`src/common/xost_defs.svh`:
```
`ifndef XOST_DEFS_SVH
`define XOST_DEFS_SVH
// ==========================================================
// register addresses
`define XOST_ADDR_MOSC 16'hffa2
`define XOST_ADDR_STAT 16'hffa3
`define XOST_ADDR_TSEL 16'hffa4
// ==========================================================
// field positions
`define XOST_STOP_BIT 7
`define XOST_SEL_MSB 2
// ==========================================================
// reset values
`define XOST_MOSC_RST 8'h00
`define XOST_STAT_RST 8'h00
`define XOST_TSEL_RST 3'h5
// ==========================================================
// select codes and interval exponents
`define XOST_SEL_2P11 3'h1
`define XOST_SEL_2P13 3'h2
`define XOST_SEL_2P14 3'h3
`define XOST_SEL_2P15 3'h4
`define XOST_SEL_2P16 3'h5
`define XOST_EXP_2P11 11
`define XOST_EXP_2P13 13
`define XOST_EXP_2P14 14
`define XOST_EXP_2P15 15
`define XOST_EXP_2P16 16
`endif

```
`src/common/xost_pkg.sv`:
```
package xost_pkg;
  typedef enum logic [1:0] {
    XOST_CLK_INTOSC,
    XOST_CLK_MAIN,
    XOST_CLK_SUB
  } xost_cpuclk_type;
  typedef enum logic [1:0] {
    XOST_ST_HELD,
    XOST_ST_COUNT,
    XOST_ST_DONE
  } xost_cnt_state_type;
endpackage

```
`src/verilog/xost_main.sv`:
```
// Operation
// bit 7 of control stops main oscillator
// stop bit acts only on internal clock
// control resets to zero, bit/byte writes
// software checks status bit before stop
// on subsystem clock use processor stop bit
// status clears on reset, stop, halts
// flags set in order, stay set
// flags at 2^11..2^16 cycles, upper zero
// count only to selected interval
// software selects interval at least polled
// wait starts once oscillation begins
// wait imposed only on main clock
// select codes 1..5 map to intervals
// select resets to 2^16, upper zero
// select written by whole bytes only
// program select before STOP on main
// check status before rewriting select
// clock status reads 0 internal, 1 main
// counter increments per cycle, saturates
// counter held zero while oscillator halted
`timescale 1ns/1ps
`include "xost_defs.svh"
module xost_main
  import xost_pkg::*;
#(
  parameter int CNT_W = 17
) (
  input wire logic mclk_i,
  input wire logic rst_n_i,
  input wire logic fxp_tick_i,
  input wire logic osc_running_i,
  input wire logic cpu_on_main_i,
  input wire logic cpu_on_sub_i,
  input wire logic proc_clock_osc_stop_bit_i,
  input wire logic stop_instr_i,
  input wire logic stop_mode_i,
  input wire logic stop_release_i,
  input wire logic [15:0] addr_i,
  input wire logic wr_i,
  input wire logic bit_wr_i,
  input wire logic [2:0] bit_sel_i,
  input wire logic [7:0] wdata_i,
  input wire logic rd_i,
  output logic [7:0] rdata_o,
  output logic main_osc_halt_o,
  output logic stab_wait_o,
  output logic cpu_clock_status_bit_o
);
  typedef struct packed {
    logic stop_bit;
    logic [2:0] sel;
    logic [4:0] flags;
    logic waiting;
    logic [7:0] rdata;
    logic tick_s1;
    logic tick_s2;
    logic tick_s3;
    logic run_s1;
    logic run_s2;
  } xost_state_type;
  xost_state_type q_ff;
  xost_state_type nxt_q;
  logic [CNT_W-1:0] count;
  logic [CNT_W-1:0] limit;
  logic at_limit;
  logic clear_ev;
  logic hold;
  logic tick_pulse;
  logic wr_mosc;
  logic wr_tsel;
  logic stop_eff;
  logic [7:0] mosc_val;
  logic [4:0] flag_now;
  logic [4:0] exps [5];
  assign exps[0] = 5'(`XOST_EXP_2P16);
  assign exps[1] = 5'(`XOST_EXP_2P15);
  assign exps[2] = 5'(`XOST_EXP_2P14);
  assign exps[3] = 5'(`XOST_EXP_2P13);
  assign exps[4] = 5'(`XOST_EXP_2P11);
  // ==========================================================
  // register decode
  assign wr_mosc = wr_i && (addr_i == `XOST_ADDR_MOSC);
  // whole-byte only: a bit write here is ignored
  assign wr_tsel = wr_i && !bit_wr_i && (addr_i == `XOST_ADDR_TSEL);
  // ==========================================================
  // stop and hold
  assign stop_eff = q_ff.stop_bit && !cpu_on_main_i && !cpu_on_sub_i;
  assign main_osc_halt_o = stop_eff || proc_clock_osc_stop_bit_i
                           || stop_mode_i;
  // count only once the oscillator really runs
  assign hold = main_osc_halt_o || !q_ff.run_s2;
  assign clear_ev = stop_instr_i || stop_eff
                    || proc_clock_osc_stop_bit_i;
  assign tick_pulse = q_ff.tick_s2 && !q_ff.tick_s3;
  // ==========================================================
  // interval limit from select code
  always_comb begin
    case (q_ff.sel)
      `XOST_SEL_2P11: limit = CNT_W'(1) << `XOST_EXP_2P11;
      `XOST_SEL_2P13: limit = CNT_W'(1) << `XOST_EXP_2P13;
      `XOST_SEL_2P14: limit = CNT_W'(1) << `XOST_EXP_2P14;
      `XOST_SEL_2P15: limit = CNT_W'(1) << `XOST_EXP_2P15;
      default: limit = CNT_W'(1) << `XOST_EXP_2P16;
    endcase
  end
  xost_counter #(
    .CNT_W(CNT_W)
  ) u_cnt (
    .mclk_i(mclk_i),
    .rst_n_i(rst_n_i),
    .tick_i(tick_pulse),
    .clear_i(clear_ev),
    .hold_i(hold),
    .limit_i(limit),
    .count_o(count),
    .at_limit_o(at_limit)
  );
  // ==========================================================
  // thermometer flags
  genvar gi;
  generate
    for (gi = 0; gi < 5; gi++) begin : g_flag
      assign flag_now[gi] = count >= (CNT_W'(1) << exps[gi]);
    end
  endgenerate
  assign mosc_val = {q_ff.stop_bit, 7'h00};
  // ==========================================================
  // next state
  always_comb begin
    nxt_q = q_ff;
    nxt_q.tick_s1 = fxp_tick_i;
    nxt_q.tick_s2 = q_ff.tick_s1;
    nxt_q.tick_s3 = q_ff.tick_s2;
    nxt_q.run_s1 = osc_running_i;
    nxt_q.run_s2 = q_ff.run_s1;
    if (wr_mosc) begin
      if (bit_wr_i) begin
        if (bit_sel_i == 3'(`XOST_STOP_BIT)) begin
          nxt_q.stop_bit = wdata_i[0];
        end
      end else begin
        nxt_q.stop_bit = wdata_i[`XOST_STOP_BIT];
      end
    end
    if (wr_tsel) begin
      nxt_q.sel = wdata_i[`XOST_SEL_MSB:0];
    end
    // flags only rise until cleared
    nxt_q.flags = q_ff.flags | flag_now;
    if (clear_ev) begin
      nxt_q.flags = 5'h00;
    end
    if (stop_release_i && cpu_on_main_i) begin
      nxt_q.waiting = 1'b1;
    end else if (at_limit || !cpu_on_main_i) begin
      nxt_q.waiting = 1'b0;
    end
    case (addr_i)
      `XOST_ADDR_MOSC: nxt_q.rdata = mosc_val;
      `XOST_ADDR_STAT: nxt_q.rdata = {3'h0, q_ff.flags};
      `XOST_ADDR_TSEL: nxt_q.rdata = {5'h00, q_ff.sel};
      default: nxt_q.rdata = 8'h00;
    endcase
    if (!rd_i) begin
      nxt_q.rdata = q_ff.rdata;
    end
  end
  always_ff @(posedge mclk_i) begin
    if (!rst_n_i) begin
      q_ff <= '0;
      q_ff.stop_bit <= 1'(`XOST_MOSC_RST >> `XOST_STOP_BIT);
      q_ff.sel <= `XOST_TSEL_RST;
      q_ff.flags <= 5'(`XOST_STAT_RST);
    end else begin
      q_ff <= nxt_q;
    end
  end
  assign rdata_o = q_ff.rdata;
  assign stab_wait_o = q_ff.waiting;
  assign cpu_clock_status_bit_o = cpu_on_main_i;
endmodule // xost_main

```
`src/verilog/xost_counter.sv`:
```
`timescale 1ns/1ps
`include "xost_defs.svh"
// stabilization counter, ticks on main oscillator enable pulses
module xost_counter
  import xost_pkg::*;
#(
  parameter int CNT_W = 17
) (
  input wire logic mclk_i,
  input wire logic rst_n_i,
  input wire logic tick_i,
  input wire logic clear_i,
  input wire logic hold_i,
  input wire logic [CNT_W-1:0] limit_i,
  output logic [CNT_W-1:0] count_o,
  output logic at_limit_o
);
  typedef struct packed {
    xost_cnt_state_type st;
    logic [CNT_W-1:0] cnt;
  } xost_cnt_type;
  xost_cnt_type q_ff;
  xost_cnt_type nxt_q;
  // ==========================================================
  // next state
  always_comb begin
    nxt_q = q_ff;
    case (q_ff.st)
      XOST_ST_HELD: begin
        nxt_q.cnt = '0;
        if (!hold_i) begin
          nxt_q.st = XOST_ST_COUNT;
          // a tick on the release cycle must not be lost
          if (tick_i) begin
            nxt_q.cnt = CNT_W'(1);
          end
        end
      end
      XOST_ST_COUNT: begin
        // saturate: no wrap avoids flags falling back to zero
        if (tick_i) begin
          nxt_q.cnt = q_ff.cnt + 1'b1;
        end
        if (nxt_q.cnt >= limit_i) begin
          nxt_q.st = XOST_ST_DONE;
        end
      end
      XOST_ST_DONE: begin
        if (limit_i > q_ff.cnt) begin
          nxt_q.st = XOST_ST_COUNT;
        end
      end
      default: begin
        nxt_q.st = XOST_ST_HELD;
      end
    endcase
    if (clear_i || hold_i) begin
      nxt_q.cnt = '0;
      nxt_q.st = XOST_ST_HELD;
    end
  end
  always_ff @(posedge mclk_i) begin
    if (!rst_n_i) begin
      q_ff <= '{st: XOST_ST_HELD, cnt: '0};
    end else begin
      q_ff <= nxt_q;
    end
  end
  assign count_o = q_ff.cnt;
  assign at_limit_o = (q_ff.st == XOST_ST_DONE);
endmodule // xost_counter

```
`config.mk`:
```
export PLATFORM = sky130hd
export DESIGN_NAME = xost_main
export DESIGN_NICKNAME = d
export VERILOG_FILES = /design/src/common/xost_pkg.sv /design/src/verilog/xost_main.sv /design/src/verilog/xost_counter.sv
export VERILOG_INCLUDE_DIRS = /design/src /design/src/common
export SDC_FILE = /design/constraint.sdc
export NUM_CORES = 1
export LEC_CHECK = 0
export ABC_AREA = 1
export BUFFER_PORTS_ARGS = -buffer_cell sky130_fd_sc_hd__buf_2
export CORE_UTILIZATION = 45
export DETAILED_ROUTE_END_ITERATION = 8
export HOLD_SLACK_MARGIN = 0.03
export PLACE_DENSITY = 0.69
export RECOVER_POWER = 100
export SYNTH_ARGS = -nofsm -noshare
export SYNTH_HDL_FRONTEND = slang
export SYNTH_SLANG_ARGS = --single-unit
export TNS_END_PERCENT = 100
```
`constraint.sdc`:
```
create_clock -name mclk_i -period 6.2 [get_ports mclk_i]
set_input_delay 0.93 -clock mclk_i [delete_from_list [all_inputs] [get_ports mclk_i]]
set_output_delay 0.93 -clock mclk_i [all_outputs]
set_load 0.02 [all_outputs]
```
* Word level (Yosys, flattened, before mapping) *
Cells that the tools add are included.

operators by class
  $add $sub $neg = 1
  order comparisons = 7
  equality and inequality tests = 14
  muxes and demuxes = 14
  bitwise gates (word level) = 2
  reduce and logical (&&, ||, !) cells = 26

operator list
  kind                                                                  number
  one-hot mux 17 bit (4 select lines)                                   1
  equality test 16 bit (second input constant)                          3
  2-to-1 mux 17 bit                                                     2
  one-hot mux 17 bit (2 select lines)                                   1
  one-hot mux 8 bit (3 select lines)                                    1
  2-to-1 mux 19 bit                                                     1
  adder 17 x 1 -> 17 bit (second input constant)                        1
  greater-or-equal comparator 17 x 12 -> 1 bit (second input constant)  1
  greater-or-equal comparator 17 x 14 -> 1 bit (second input constant)  1
  greater-or-equal comparator 17 x 15 -> 1 bit (second input constant)  1
  greater-or-equal comparator 17 x 16 -> 1 bit (second input constant)  1
  greater-or-equal comparator 17 bit                                    1
  greater-or-equal comparator 17 bit (second input constant)            1
  greater-than comparator 17 bit                                        1
  logical AND 1 bit                                                     7
  logical OR 1 bit                                                      7
  equality test 3 x 2 -> 1 bit (second input constant)                  2
  equality test 3 bit (second input constant)                           2
  != test 2 x 1 -> 1 bit (second input constant)                        3
  one-hot mux 2 bit (3 select lines)                                    1
  logical NOT 1 bit                                                     5
  2-to-1 mux 1 bit                                                      5
  bitwise OR 5 bit                                                      1
  2-to-1 mux 2 bit                                                      2
  other kinds (10)                                                      12

word-level totals
  register bits = 42

* Depth between registers and ports, before layout *
Gate-level depths: netlist of run 1.

  depth in word-level cells = 8
  mapped depth = 19
  gate-level depth less buffers = 19

* Modules after synthesis *
From an unflattened synthesis of run 1, not the netlist that was laid out.

second synthesis, totals
  cells, all modules = 520
  area, all modules = 3449.6 µm²

by module, submodules not included
  module        times used  cells an instance  area an instance (µm²)
  xost_counter  1           370                2328.5
  xost_main     1           150                1121.1

* Worst setup path before layout of run 1 *
No wires, ideal clock.

  path kind = input to output
  start point = in cpu_on_main_i
  end point = out main_osc_halt_o
  data arrival time = 1.373 ns
  slack = 3.897 ns
  stages on the path = 5
  path buffers = 0
  cell sequence = inv_1 > nand2_1 > o21ai_0 > inv_1 > nand2_1

on the way
  word-level cells in the longest chain between the ends = 5

ends and longest elaborated chain
  item                            RTL line         RTL
  start, declared                 xost_main.sv:33  input wire logic cpu_on_main_i,
  logical NOT 1 bit               xost_main.sv:88  assign stop_eff = q_ff.stop_bit && !cpu_on_main_i && !cpu_on_sub_i;
  logical AND 1 bit (2 in a row)  xost_main.sv:88
  logical OR 1 bit                xost_main.sv:89  assign main_osc_halt_o = stop_eff || proc_clock_osc_stop_bit_i
  logical OR 1 bit                xost_main.sv:90  || stop_mode_i;
  end, declared                   xost_main.sv:46  output logic main_osc_halt_o,

No other way between the ends.

* Worst setup path after layout of run 1 *
  start point = reg u_cnt.q_ff, in the netlist u_cnt.count_o[1]
  end point = reg u_cnt.q_ff[17] (netlist bit)

on the way
  word-level cells in the longest chain between the ends = 6
  elaborated cells on any way between the ends = 8
  classes of those cells = add/sub: 1; order compare: 2; eq/ne: 2; mux: 2; reduce/logical: 1

ends and longest elaborated chain
  item                                     RTL line            RTL
  start, declared                          xost_counter.sv:22  xost_cnt_type q_ff;
  start signal, assigned                   xost_counter.sv:64  q_ff <= '{st: XOST_ST_HELD, cnt: '0};
  start signal, assigned                   xost_counter.sv:66  q_ff <= nxt_q;
  adder 17 x 1 -> 17 bit                   xost_counter.sv:42  nxt_q.cnt = q_ff.cnt + 1'b1;
  2-to-1 mux 17 bit                        xost_counter.sv:41  if (tick_i) begin
  2-to-1 mux 17 bit                        xost_counter.sv:28  case (q_ff.st)
  greater-or-equal comparator 17 bit       xost_counter.sv:44  if (nxt_q.cnt >= limit_i) begin
  != test 2 x 1 -> 1 bit (no source line)  --
  AND reduction 3 bit (no source line) *   --

Mark *: on every way between the ends. The rest lies on a longest branch, timed or not. The select of a mux whose other input is x is not followed.
A chain may end at the register's enable or synchronous reset.

==> impl_metrics.env, run 1 <==
export IMPL_status="complete, no violations"
export IMPL_p_switching_w=0.000113
export IMPL_worstPathArrival_ps=2960
export IMPL_final_seq_area_um2=801
export IMPL_die_x_um=78.0
export IMPL_crit_fanout=5
export IMPL_switching_share_pct=24.3
export IMPL_ir_drop_mv=0.107
export IMPL_numCtsBuffers=5
export IMPL_postCtsSetupRepairBufs=0
export IMPL_diodes=0
export IMPL_tightest_slew_ps=765
export IMPL_core_area_mm2=0.00554
export IMPL_hold_violations=0
export IMPL_firstDrtPassIters=4
export IMPL_die_height_um=78.0
export IMPL_wl_per_cell_um=11.5
export IMPL_yosysSeqAreaShare_pct=30.8
export IMPL_cts_tree="yes"
export IMPL_fin_skew_ps=8.40
export IMPL_ioPinCount=51
export IMPL_placedInstanceArea_mm2=0.00280
export IMPL_critical_path_top_delay_family="simple AND/OR/NAND/NOR gates"
export IMPL_gr_usage_all_layers_pct=21.2
export IMPL_drive_gt1_share_pct=14.8
export IMPL_syn_inst=395
export IMPL_power_frac_seq_pct=56.1
export IMPL_clkTransAtPathRegs_ps=80
export IMPL_power_internal_w=0.000351
export IMPL_slew_viol_final=0
export IMPL_ys_types=36
export IMPL_drt_iter0_markers=124
export IMPL_syn_to_final_growth_pct=10.1
export IMPL_insertion_delay_ps=300
export IMPL_tns_ps=0
export IMPL_crit_buf_inv=1
export IMPL_cp_common_cell="nand2_1"
export IMPL_ys_ff_latch=40
export IMPL_postLayoutCellArea_mm2=0.00286
export IMPL_grt_pass1_vias=2343
export IMPL_power_frac_comb_pct=5.9
export IMPL_clock_power_share_pct=38.1
export IMPL_p_leak_nw=1.22
export IMPL_dp_hpwl_mm=4.52
export IMPL_p_per_area_mw_per_mm2=162
export IMPL_crit_path_cell_trace="ha_1, nand3_1, inv_1, nand2_1, nor2_4, nand3_1, xor2_1, ha_1, nand2_1, nor2_1, nand4_1, nor2_1, nand2_1, nand2_1, nand2_1, nand2_1, nor2_2"
export IMPL_cts_resized=0
export IMPL_period_needed_ps=2760
export IMPL_antenna_found_initial=0
export IMPL_syn_area_mm2=0.00260
export IMPL_setup_viol=0
export IMPL_remaining_drc_errors=0
export IMPL_overflow=0
export IMPL_fmax_mhz=362
export IMPL_wl_mm=5.77
export IMPL_start_kind="register"
export IMPL_ys_warn_count=0
export IMPL_postSynthAreaPerCell_um2=6.59
export IMPL_slowest_delay_ps=460
export IMPL_rsz0062_at_grt="no"
export IMPL_initial_core_util_pct=47.0
export IMPL_criticalPathCategory="register to register"
export IMPL_fin_crit_sh_pct=44.5
export IMPL_slowest_stage="dfxtp_1"
export IMPL_postRouteAntennaNets=0
export IMPL_grt_max_degree=20
export IMPL_clockBufferDepth=2
export IMPL_hp_class="register to register"
export IMPL_end_kind="register"
export IMPL_via_count=2507
export IMPL_cts_root_buf="clkbuf_8"
export IMPL_h_tree_depth=2
export IMPL_fill_cells=598
export IMPL_place_congestion=0.893
export IMPL_fp_dieArea_mm2=0.00609
export IMPL_multiInputGateArea_mm2=0.00145
export IMPL_holdBufCountCts=0
export IMPL_cap_violations=0
export IMPL_required_ps=6400
export IMPL_grt_pass1_wl_mm=10.2
export IMPL_nets=482
export IMPL_relSlewSlack_pct=48.9
export IMPL_io_buffers=44
export IMPL_viasPerCell=4.98
export IMPL_rows=27
export IMPL_cts_sinks=40
## worst min-delay path: stages (launching register included)
cell,delay [ps]
dfxtp_1,310
nand2_1,40
inv_1,40
## final timing paths
check                           startpoint                           to  slack, ps  cells after the start
min reg2reg            nxt_q[3]$_SDFF_PN0_          nxt_q[2]$_SDFF_PN0_        420                      2
max reg2reg  u_cnt.count_o[1]$_SDFFE_PP0P_  u_cnt.q_ff[17]$_SDFFE_PP0P_       3440                     17
max          u_cnt.count_o[1]$_SDFFE_PP0P_  u_cnt.q_ff[17]$_SDFFE_PP0P_       3440                     17
min                    nxt_q[3]$_SDFF_PN0_          nxt_q[2]$_SDFF_PN0_        420                      2
## synth_stat cells, drive strengths merged
library cell	number	area (µm²)
or2	2	12.5
inv	61	229
dfxtp	40	801
nand2b	1	6.26
clkbuf	3	11.3
buf	14	101
conb	1	3.75
nor3	11	60.1
nor3b	1	7.51
nor2	43	206
o211ai	4	30.0
a211oi	1	7.51
a41oi	1	8.76
a31oi	1	6.26
nand4	11	68.8
nand2	109	427
o22ai	4	25.0
o21ai	7	35.0
ha	12	150
xor2	5	58.8
mux2i	1	10.0
nand3	26	140
a21oi	33	176
nor4	3	18.8
## cells by family after synthesis
family                     count (synthesis)  share of synthesized area, %
DFF                                       40                          30.8
buffers and inverters                     78                          13.1
AOI/OAI and AO/OA                         51                          11.1
and+or+nand+nor                          207                          36.4
other                                      1                         0.144
xor gates and xnor gates                   5                          2.26
adders and majority gates                 12                          5.77
muxes                                      1                         0.385
## flip-flops by register name, summed over array words and instances, names as in the netlist
register	count
mosc_val	1
nxt_q	3
q_ff	10
rdata_o	6
stab_wait_o	1
u_cnt.count_o	17
u_cnt.q_ff	2
## routing by layer
layer  wire length (µm)  GRT usage, %  up-vias
met5                  0             0        -
met4                 72          6.11        0
met3                285          3.84        6
met2               2560          34.6       65
met1               2850          28.4     1108
li1                   -             -     1328
## per-stage QoR
stage	total power [W]	setup slack [ps]	utilization (%)	instances	hold slack, ps
after floorplan	0.000281	3900	-	396	390
after global placement	0.000294	3600	50.6	495	392
after detailed placement	0.000294	3560	50.6	495	404
after CTS	0.000472	3540	52.2	503	425
after global routing	0.000487	3200	51.7	503	459
final	0.000463	3440	51.7	503	417
## layout make-up
cell class	instances	share of cell area [%]
flip-flops and latches	40	28.0
repair buffers	44	7.25
clock inverters	2	0.568
multi-input cells	278	50.5
well taps	72	3.15
clock buffers	6	2.53
inverters	61	7.99
## power groups by stage
stage	Combinational (W)	Clock [W]	Sequential, W
after floorplan	0.0000153	0	0.000266
after CTS	0.0000283	0.000184	0.000260
final	0.0000272	0.000176	0.000260
after global routing	0.0000313	0.000196	0.000260
after global placement	0.0000280	0	0.000266
after detailed placement	0.0000282	0	0.000266
## cell usage in the layout (no fill, tap or decap), types with 12 or more instances in the layout
cell	synthesis	final
a21oi_1	30	30
buf_2	3	34
dfxtp_1	40	40
ha_1	12	12
inv_1	57	60
nand2_1	104	105
nand3_1	24	24
nor2_1	33	34
No activity file was read; power rests on OpenSTA's default activity.
==> inputs of run 2 (changes only) <==
--- a/config.mk
+++ b/config.mk
@@ -6,7 +6,7 @@
 export SDC_FILE = /design/constraint.sdc
 export NUM_CORES = 1
 export LEC_CHECK = 0
-export ABC_AREA = 1
+export ABC_AREA = 0
 export BUFFER_PORTS_ARGS = -buffer_cell sky130_fd_sc_hd__buf_2
 export CORE_UTILIZATION = 45
 export DETAILED_ROUTE_END_ITERATION = 8
==> constraint.sdc (replaced) <==
create_clock -name mclk_i -period 2.85 [get_ports mclk_i]
set_input_delay 0.4275 -clock mclk_i [delete_from_list [all_inputs] [get_ports mclk_i]]
set_output_delay 0.4275 -clock mclk_i [all_outputs]
set_load 0.02 [all_outputs]
==> impl_metrics.env, run 2 <==
export IMPL_status="complete, no violations"
export IMPL_yosysTopAreaCell="dfxtp_1"
export IMPL_wl_mm=5.73
export IMPL_crit_fanout=3
export IMPL_grt_pass1_vias=2163
export IMPL_viasPerCell=5.36
export IMPL_tightest_slew_ps=1450
export IMPL_ys_warn_count=0
export IMPL_fmax_mhz=378
export IMPL_cp_common_cell="ha_1"
export IMPL_overflow=0
export IMPL_syn_area_mm2=0.00254
export IMPL_crit_buf_inv=0
export IMPL_rows=26
export IMPL_tns_ps=0
export IMPL_diodes=0
export IMPL_fin_crit_sh_pct=92.8
export IMPL_place_congestion=0.848
export IMPL_h_tree_depth=2
export IMPL_postCtsSetupRepairBufs=0
export IMPL_whs_endpoint="nxt_q[0]$_SDFF_PN0_"
export IMPL_p_leak_nw=1.25
export IMPL_syn_inst=312
export IMPL_synth_top_area_share_pct=31.5
export IMPL_required_ps=3040
export IMPL_io_buffers=44
export IMPL_firstDrtPassIters=4
export IMPL_clkTransAtPathRegs_ps=80
export IMPL_period_needed_ps=2640
export IMPL_mostFrequentLayoutCell="dfxtp_1"
export IMPL_r2r_start="u_cnt.count_o[0]$_SDFFE_PP0P_"
export IMPL_min_from="osc_running_i"
export IMPL_slowest_stage="dfxtp_1"
export IMPL_ys_types=57
export IMPL_synth_edf_count=0
export IMPL_via_count=2321
export IMPL_drive_gt1_share_pct=20.9
export IMPL_cts_root_buf="clkbuf_8"
export IMPL_postLayoutCellArea_mm2=0.00300
export IMPL_relSlewSlack_pct=3.50
export IMPL_slew_viol_final=0
export IMPL_postRouteAntennaNets=0
export IMPL_synth_commonest_cells="dfxtp_1, nor2_1, nand2_1"
export IMPL_end_kind="register"
export IMPL_ir_drop_mv=0.329
export IMPL_p_per_area_mw_per_mm2=368
export IMPL_hold_violations=0
export IMPL_die_height_um=77.1
export IMPL_crit_path_cell_trace="ha_1, nand3b_1, nor4_4, and3_1, nand3_1, xnor2_1, ha_1, nand4_1, nor3b_2, o2111ai_1, o211ai_2, a21bo_1, a21oi_2"
export IMPL_dp_hpwl_mm=4.28
export IMPL_slowest_delay_ps=340
export IMPL_fp_dieArea_mm2=0.00595
export IMPL_synth_area_top_cells="dfxtp_1, ha_1, nor2_1"
export IMPL_synthFlopType="dfxtp_1"
export IMPL_placedInstanceArea_mm2=0.00289
export IMPL_remaining_drc_errors=0
export IMPL_rrSetupSlack_ps=210
export IMPL_holdPathStages=2
export IMPL_start_kind="register"
export IMPL_synth_most_common_cell="dfxtp_1"
export IMPL_ys_ff_latch=40
export IMPL_worstPathArrival_ps=2840
export IMPL_cts_tree="yes"
export IMPL_antenna_found_initial=0
export IMPL_rsz0062_at_grt="no"
export IMPL_criticalPathCategory="register to register"
export IMPL_drt_iter0_markers=110
export IMPL_die_x_um=77.1
export IMPL_synthArstFlopShare_pct=0
export IMPL_gr_usage_all_layers_pct=20.6
export IMPL_worstRegToRegCells=13
export IMPL_cap_violations=0
export IMPL_syn_to_final_growth_pct=18.0
export IMPL_grt_max_degree=34
export IMPL_r2r_end="u_cnt.q_ff[18]$_SDFFE_PP0P_"
export IMPL_insertion_delay_ps=300
export IMPL_fin_skew_ps=5.55
export IMPL_critical_path_top_delay_family="simple AND/OR/NAND/NOR gates"
export IMPL_cts_sinks=40
export IMPL_layout_common_cells="dfxtp_1, buf_2, nor2_1, nand2_1, buf_4"
export IMPL_numCtsBuffers=5
export IMPL_ioPinCount=51
export IMPL_setup_viol=0
export IMPL_nets=414
export IMPL_core_area_mm2=0.00527
export IMPL_hp_class="primary input to register"
export IMPL_clockBufferDepth=2
export IMPL_grt_pass1_wl_mm=9.80
export IMPL_wl_per_cell_um=13.2
export IMPL_yosysSeqAreaShare_pct=31.5
export IMPL_largest_reg_flops=17
export IMPL_postSynthAreaPerCell_um2=8.14
export IMPL_initial_core_util_pct=48.2
## run 2: cells by family (layout without fill, tap and decap cells)
group | Yosys count | count (layout) | synth area share (%)
buffers and inverters | 39 | 89 | 7.54
AO/OA/AOI/OAI | 66 | 66 | 18.9
adder cells (fa/ha/maj) | 12 | 12 | 5.91
XOR/XNOR | 10 | 10 | 3.45
other | 1 | 2 | 0.148
multiplexers | 7 | 7 | 2.76
flip-flops | 40 | 40 | 31.5
AND/OR/NAND/NOR | 137 | 137 | 29.7
## run 2: worst max path at each step
stage,cells after the start,endpoint,slack [ps],from
2_1_floorplan,13,u_cnt.q_ff[18]$_SDFFE_PP0P_,100,u_cnt.count_o[0]$_SDFFE_PP0P_
3_3_place_gp,12,u_cnt.q_ff[18]$_SDFFE_PP0P_,160,u_cnt.count_o[4]$_SDFFE_PP0P_
3_5_place_dp,13,u_cnt.q_ff[18]$_SDFFE_PP0P_,140,u_cnt.count_o[10]$_SDFFE_PP0P_
4_1_cts,13,u_cnt.q_ff[18]$_SDFFE_PP0P_,110,u_cnt.count_o[10]$_SDFFE_PP0P_
5_1_grt,14,u_cnt.q_ff[18]$_SDFFE_PP0P_,10,u_cnt.count_o[0]$_SDFFE_PP0P_
6_report,13,u_cnt.q_ff[18]$_SDFFE_PP0P_,210,u_cnt.count_o[0]$_SDFFE_PP0P_
## run 2: stage by stage
| stage | hold WS (ps) | worst slack [ps] | power (W) | util (%) | cells |
|---|---|---|---|---|---|
| 2_1_floorplan | 412 | 104 | 0.000613 | - | 313 |
| 3_3_place_gp | 421 | 164 | 0.000638 | 54.8 | 425 |
| 3_5_place_dp | 428 | 135 | 0.000640 | 54.8 | 425 |
| 4_1_cts | 322 | 106 | 0.00111 | 56.9 | 433 |
| 5_1_grt | 321 | 14.0 | 0.00114 | 56.8 | 433 |
| 6_report | 327 | 205 | 0.00110 | 56.8 | 433 |
## run 2: layout make-up
class	instances	area, µm²
fill	513	2270
sequential	40	803
clock buffer	5	68.8
tap	70	87.6
multi-input combinational	234	1560
clock inverter	3	42.5
timing repair buffer	68	384
inverter	13	48.8
## run 2: routing by layer
| metal | vias to the layer above | share of wire [%] | track usage, % |
|---|---|---|---|
| li1 | 1212 | - | - |
| met1 | 1057 | 50 | 27.6 |
| met2 | 48 | 44 | 33.0 |
| met3 | 4 | 4.5 | 3.93 |
| met4 | 0 | 0.91 | 6.79 |
| met5 | - | 0 | 0 |
## run 2: what timing repair did
action                     4_1_cts  5_1_grt
setup endpoints to repair        0        2
hold buffers                     0        0
resized for setup                0        4
## run 2: report_power, final
group	internal (W)	total [W]	switching (W)
combinational	0.0000289	0.0000579	0.0000289
sequential	0.000564	0.000567	0.00000289
clock	0.000259	0.000477	0.000217
total	0.000852	0.00110	0.000249
==> inputs of run 3 (changes only) <==
--- a/config.mk
+++ b/config.mk
@@ -11,7 +11,7 @@
 export CORE_UTILIZATION = 45
 export DETAILED_ROUTE_END_ITERATION = 8
 export HOLD_SLACK_MARGIN = 0.03
-export PLACE_DENSITY = 0.69
+export PLACE_DENSITY = 0.67
 export RECOVER_POWER = 100
 export SYNTH_ARGS = -nofsm -noshare
 export SYNTH_HDL_FRONTEND = slang
==> impl_metrics.env, run 3 (synthesized netlist as in run 2, its figures left out) <==
export IMPL_status="complete, no violations"
export IMPL_cts_sinks=40
export IMPL_largest_reg_flops=17
export IMPL_cts_root_buf="clkbuf_8"
export IMPL_slew_viol_final=0
export IMPL_end_kind="register"
export IMPL_criticalPathCategory="register to register"
export IMPL_r2r_start="u_cnt.count_o[1]$_SDFFE_PP0P_"
export IMPL_die_height_um=77.1
export IMPL_via_count=2309
export IMPL_cp_common_cell="ha_1"
export IMPL_hp_class="primary input to register"
export IMPL_grt_max_degree=24
export IMPL_numCtsBuffers=5
export IMPL_relSlewSlack_pct=38.5
export IMPL_worstRegToRegCells=14
export IMPL_crit_path_cell_trace="ha_1, nand3b_1, nor4_4, buf_4, nand3_1, xnor2_1, ha_1, a21oi_1, nor2b_1, o21ai_0, and3b_1, o211ai_2, a21bo_1, a21oi_2"
export IMPL_mostFrequentLayoutCell="dfxtp_1"
export IMPL_remaining_drc_errors=0
export IMPL_holdBufCountCts=0
export IMPL_holdPathStages=2
export IMPL_hold_violations=0
export IMPL_dp_hpwl_mm=4.20
export IMPL_drive_gt1_share_pct=20.8
export IMPL_place_congestion=0.859
export IMPL_slowest_stage="dfxtp_2"
export IMPL_rsz0062_at_grt="yes"
export IMPL_finalCoreUtilization_pct=56.9
export IMPL_crit_path_start="u_cnt.count_o[1]$_SDFFE_PP0P_"
export IMPL_cts_tree="yes"
export IMPL_cap_violations=0
export IMPL_ioPinCount=51
export IMPL_cp_depth=14
export IMPL_postRouteAntennaNets=0
export IMPL_period_needed_ps=2700
export IMPL_h_tree_depth=2
export IMPL_critical_path_top_delay_family="simple AND/OR/NAND/NOR gates"
export IMPL_crit_buf_inv=1
export IMPL_wl_mm=5.65
export IMPL_overflow=0
export IMPL_diodes=0
export IMPL_postLayoutCellArea_mm2=0.00300
export IMPL_fin_crit_sh_pct=94.8
export IMPL_start_kind="register"
export IMPL_p_per_area_mw_per_mm2=377
export IMPL_gr_usage_all_layers_pct=20.7
export IMPL_wl_per_cell_um=13.1
export IMPL_clockBufferDepth=2
export IMPL_finalNonFillerCells=430
export IMPL_firstDrtPassIters=4
export IMPL_grt_pass1_wl_mm=9.79
export IMPL_ir_drop_mv=0.334
export IMPL_layout_common_cells="dfxtp_1, buf_2, nor2_1, nand2_1, buf_4"
export IMPL_rows=26
export IMPL_viasPerCell=5.37
export IMPL_worstPathArrival_ps=2940
export IMPL_fin_skew_ps=6.17
export IMPL_drt_iter0_markers=76
export IMPL_tightest_slew_ps=922
export IMPL_insertion_delay_ps=300
export IMPL_crit_fanout=5
export IMPL_antenna_found_initial=0
export IMPL_fmax_mhz=370
export IMPL_min_from="fxp_tick_i"
export IMPL_nets=411
export IMPL_syn_to_final_growth_pct=18.0
export IMPL_core_area_mm2=0.00527
export IMPL_initial_core_util_pct=48.2
export IMPL_p_leak_nw=1.24
export IMPL_grt_pass1_vias=2133
export IMPL_setup_viol=0
export IMPL_fp_dieArea_mm2=0.00595
export IMPL_slowest_delay_ps=360
export IMPL_placedInstanceArea_mm2=0.00287
export IMPL_clkTransAtPathRegs_ps=80
export IMPL_die_x_um=77.1
export IMPL_required_ps=3090
export IMPL_io_buffers=44
export IMPL_dp_cells=422
run 3: final cells by class:
class                           count  area [µm²]
Multi-Input combinational cell    234        1580
Clock inverter                      2        38.8
Tap cell                           70        87.6
Sequential cell                    40         805
Inverter                           13        48.8
Timing Repair Buffer               65         358
Clock buffer                        6        82.6
Fill cell                         504        2270
run 3: per-layer routing:
layer | share of wire (%) | track usage, %
met5 | 0 | 0
met2 | 47 | 35.1
met4 | 1.1 | 7.36
met3 | 3.3 | 3.57
met1 | 48 | 26.2
run 3: where the power goes:
part | switching, W | internal, W | total (W)
combinational | 0.0000293 | 0.0000289 | 0.0000581
sequential | 0.00000312 | 0.000564 | 0.000567
clock | 0.000218 | 0.000287 | 0.000505
total | 0.000250 | 0.000879 | 0.00113
run 3: metrics by stage:
step / setup slack [ps] / power [W] / setup TNS, ps / hold slack (ps)
5_1_grt: -55.6 / 0.00117 / -55.6 / 328
4_1_cts: 111 / 0.00114 / 0 / 328
3_5_place_dp: 148 / 0.000640 / 0 / 423
3_3_place_gp: 180 / 0.000638 / 0 / 416
6_report: 148 / 0.00113 / 0 / 330
2_1_floorplan: 104 / 0.000613 / 0 / 412
run 3: worst paths after layout:
| kind | end | slack, ps |
|---|---|---|
| hold / removal | nxt_q[3]$_SDFF_PN0_ | 330 |
| hold reg to reg | q_ff[0]$_SDFF_PN0_ | 450 |
| setup / recovery | u_cnt.q_ff[18]$_SDFFE_PP0P_ | 150 |
| setup reg to reg | u_cnt.q_ff[18]$_SDFFE_PP0P_ | 150 |
run 3: repair_timing:
action                                 in CTS  in global routing
setup endpoints to repair                   0                  2
setup buffers                               0                  0
gates resized for setup                     0                  8
endpoints found under the hold margin       0                  0
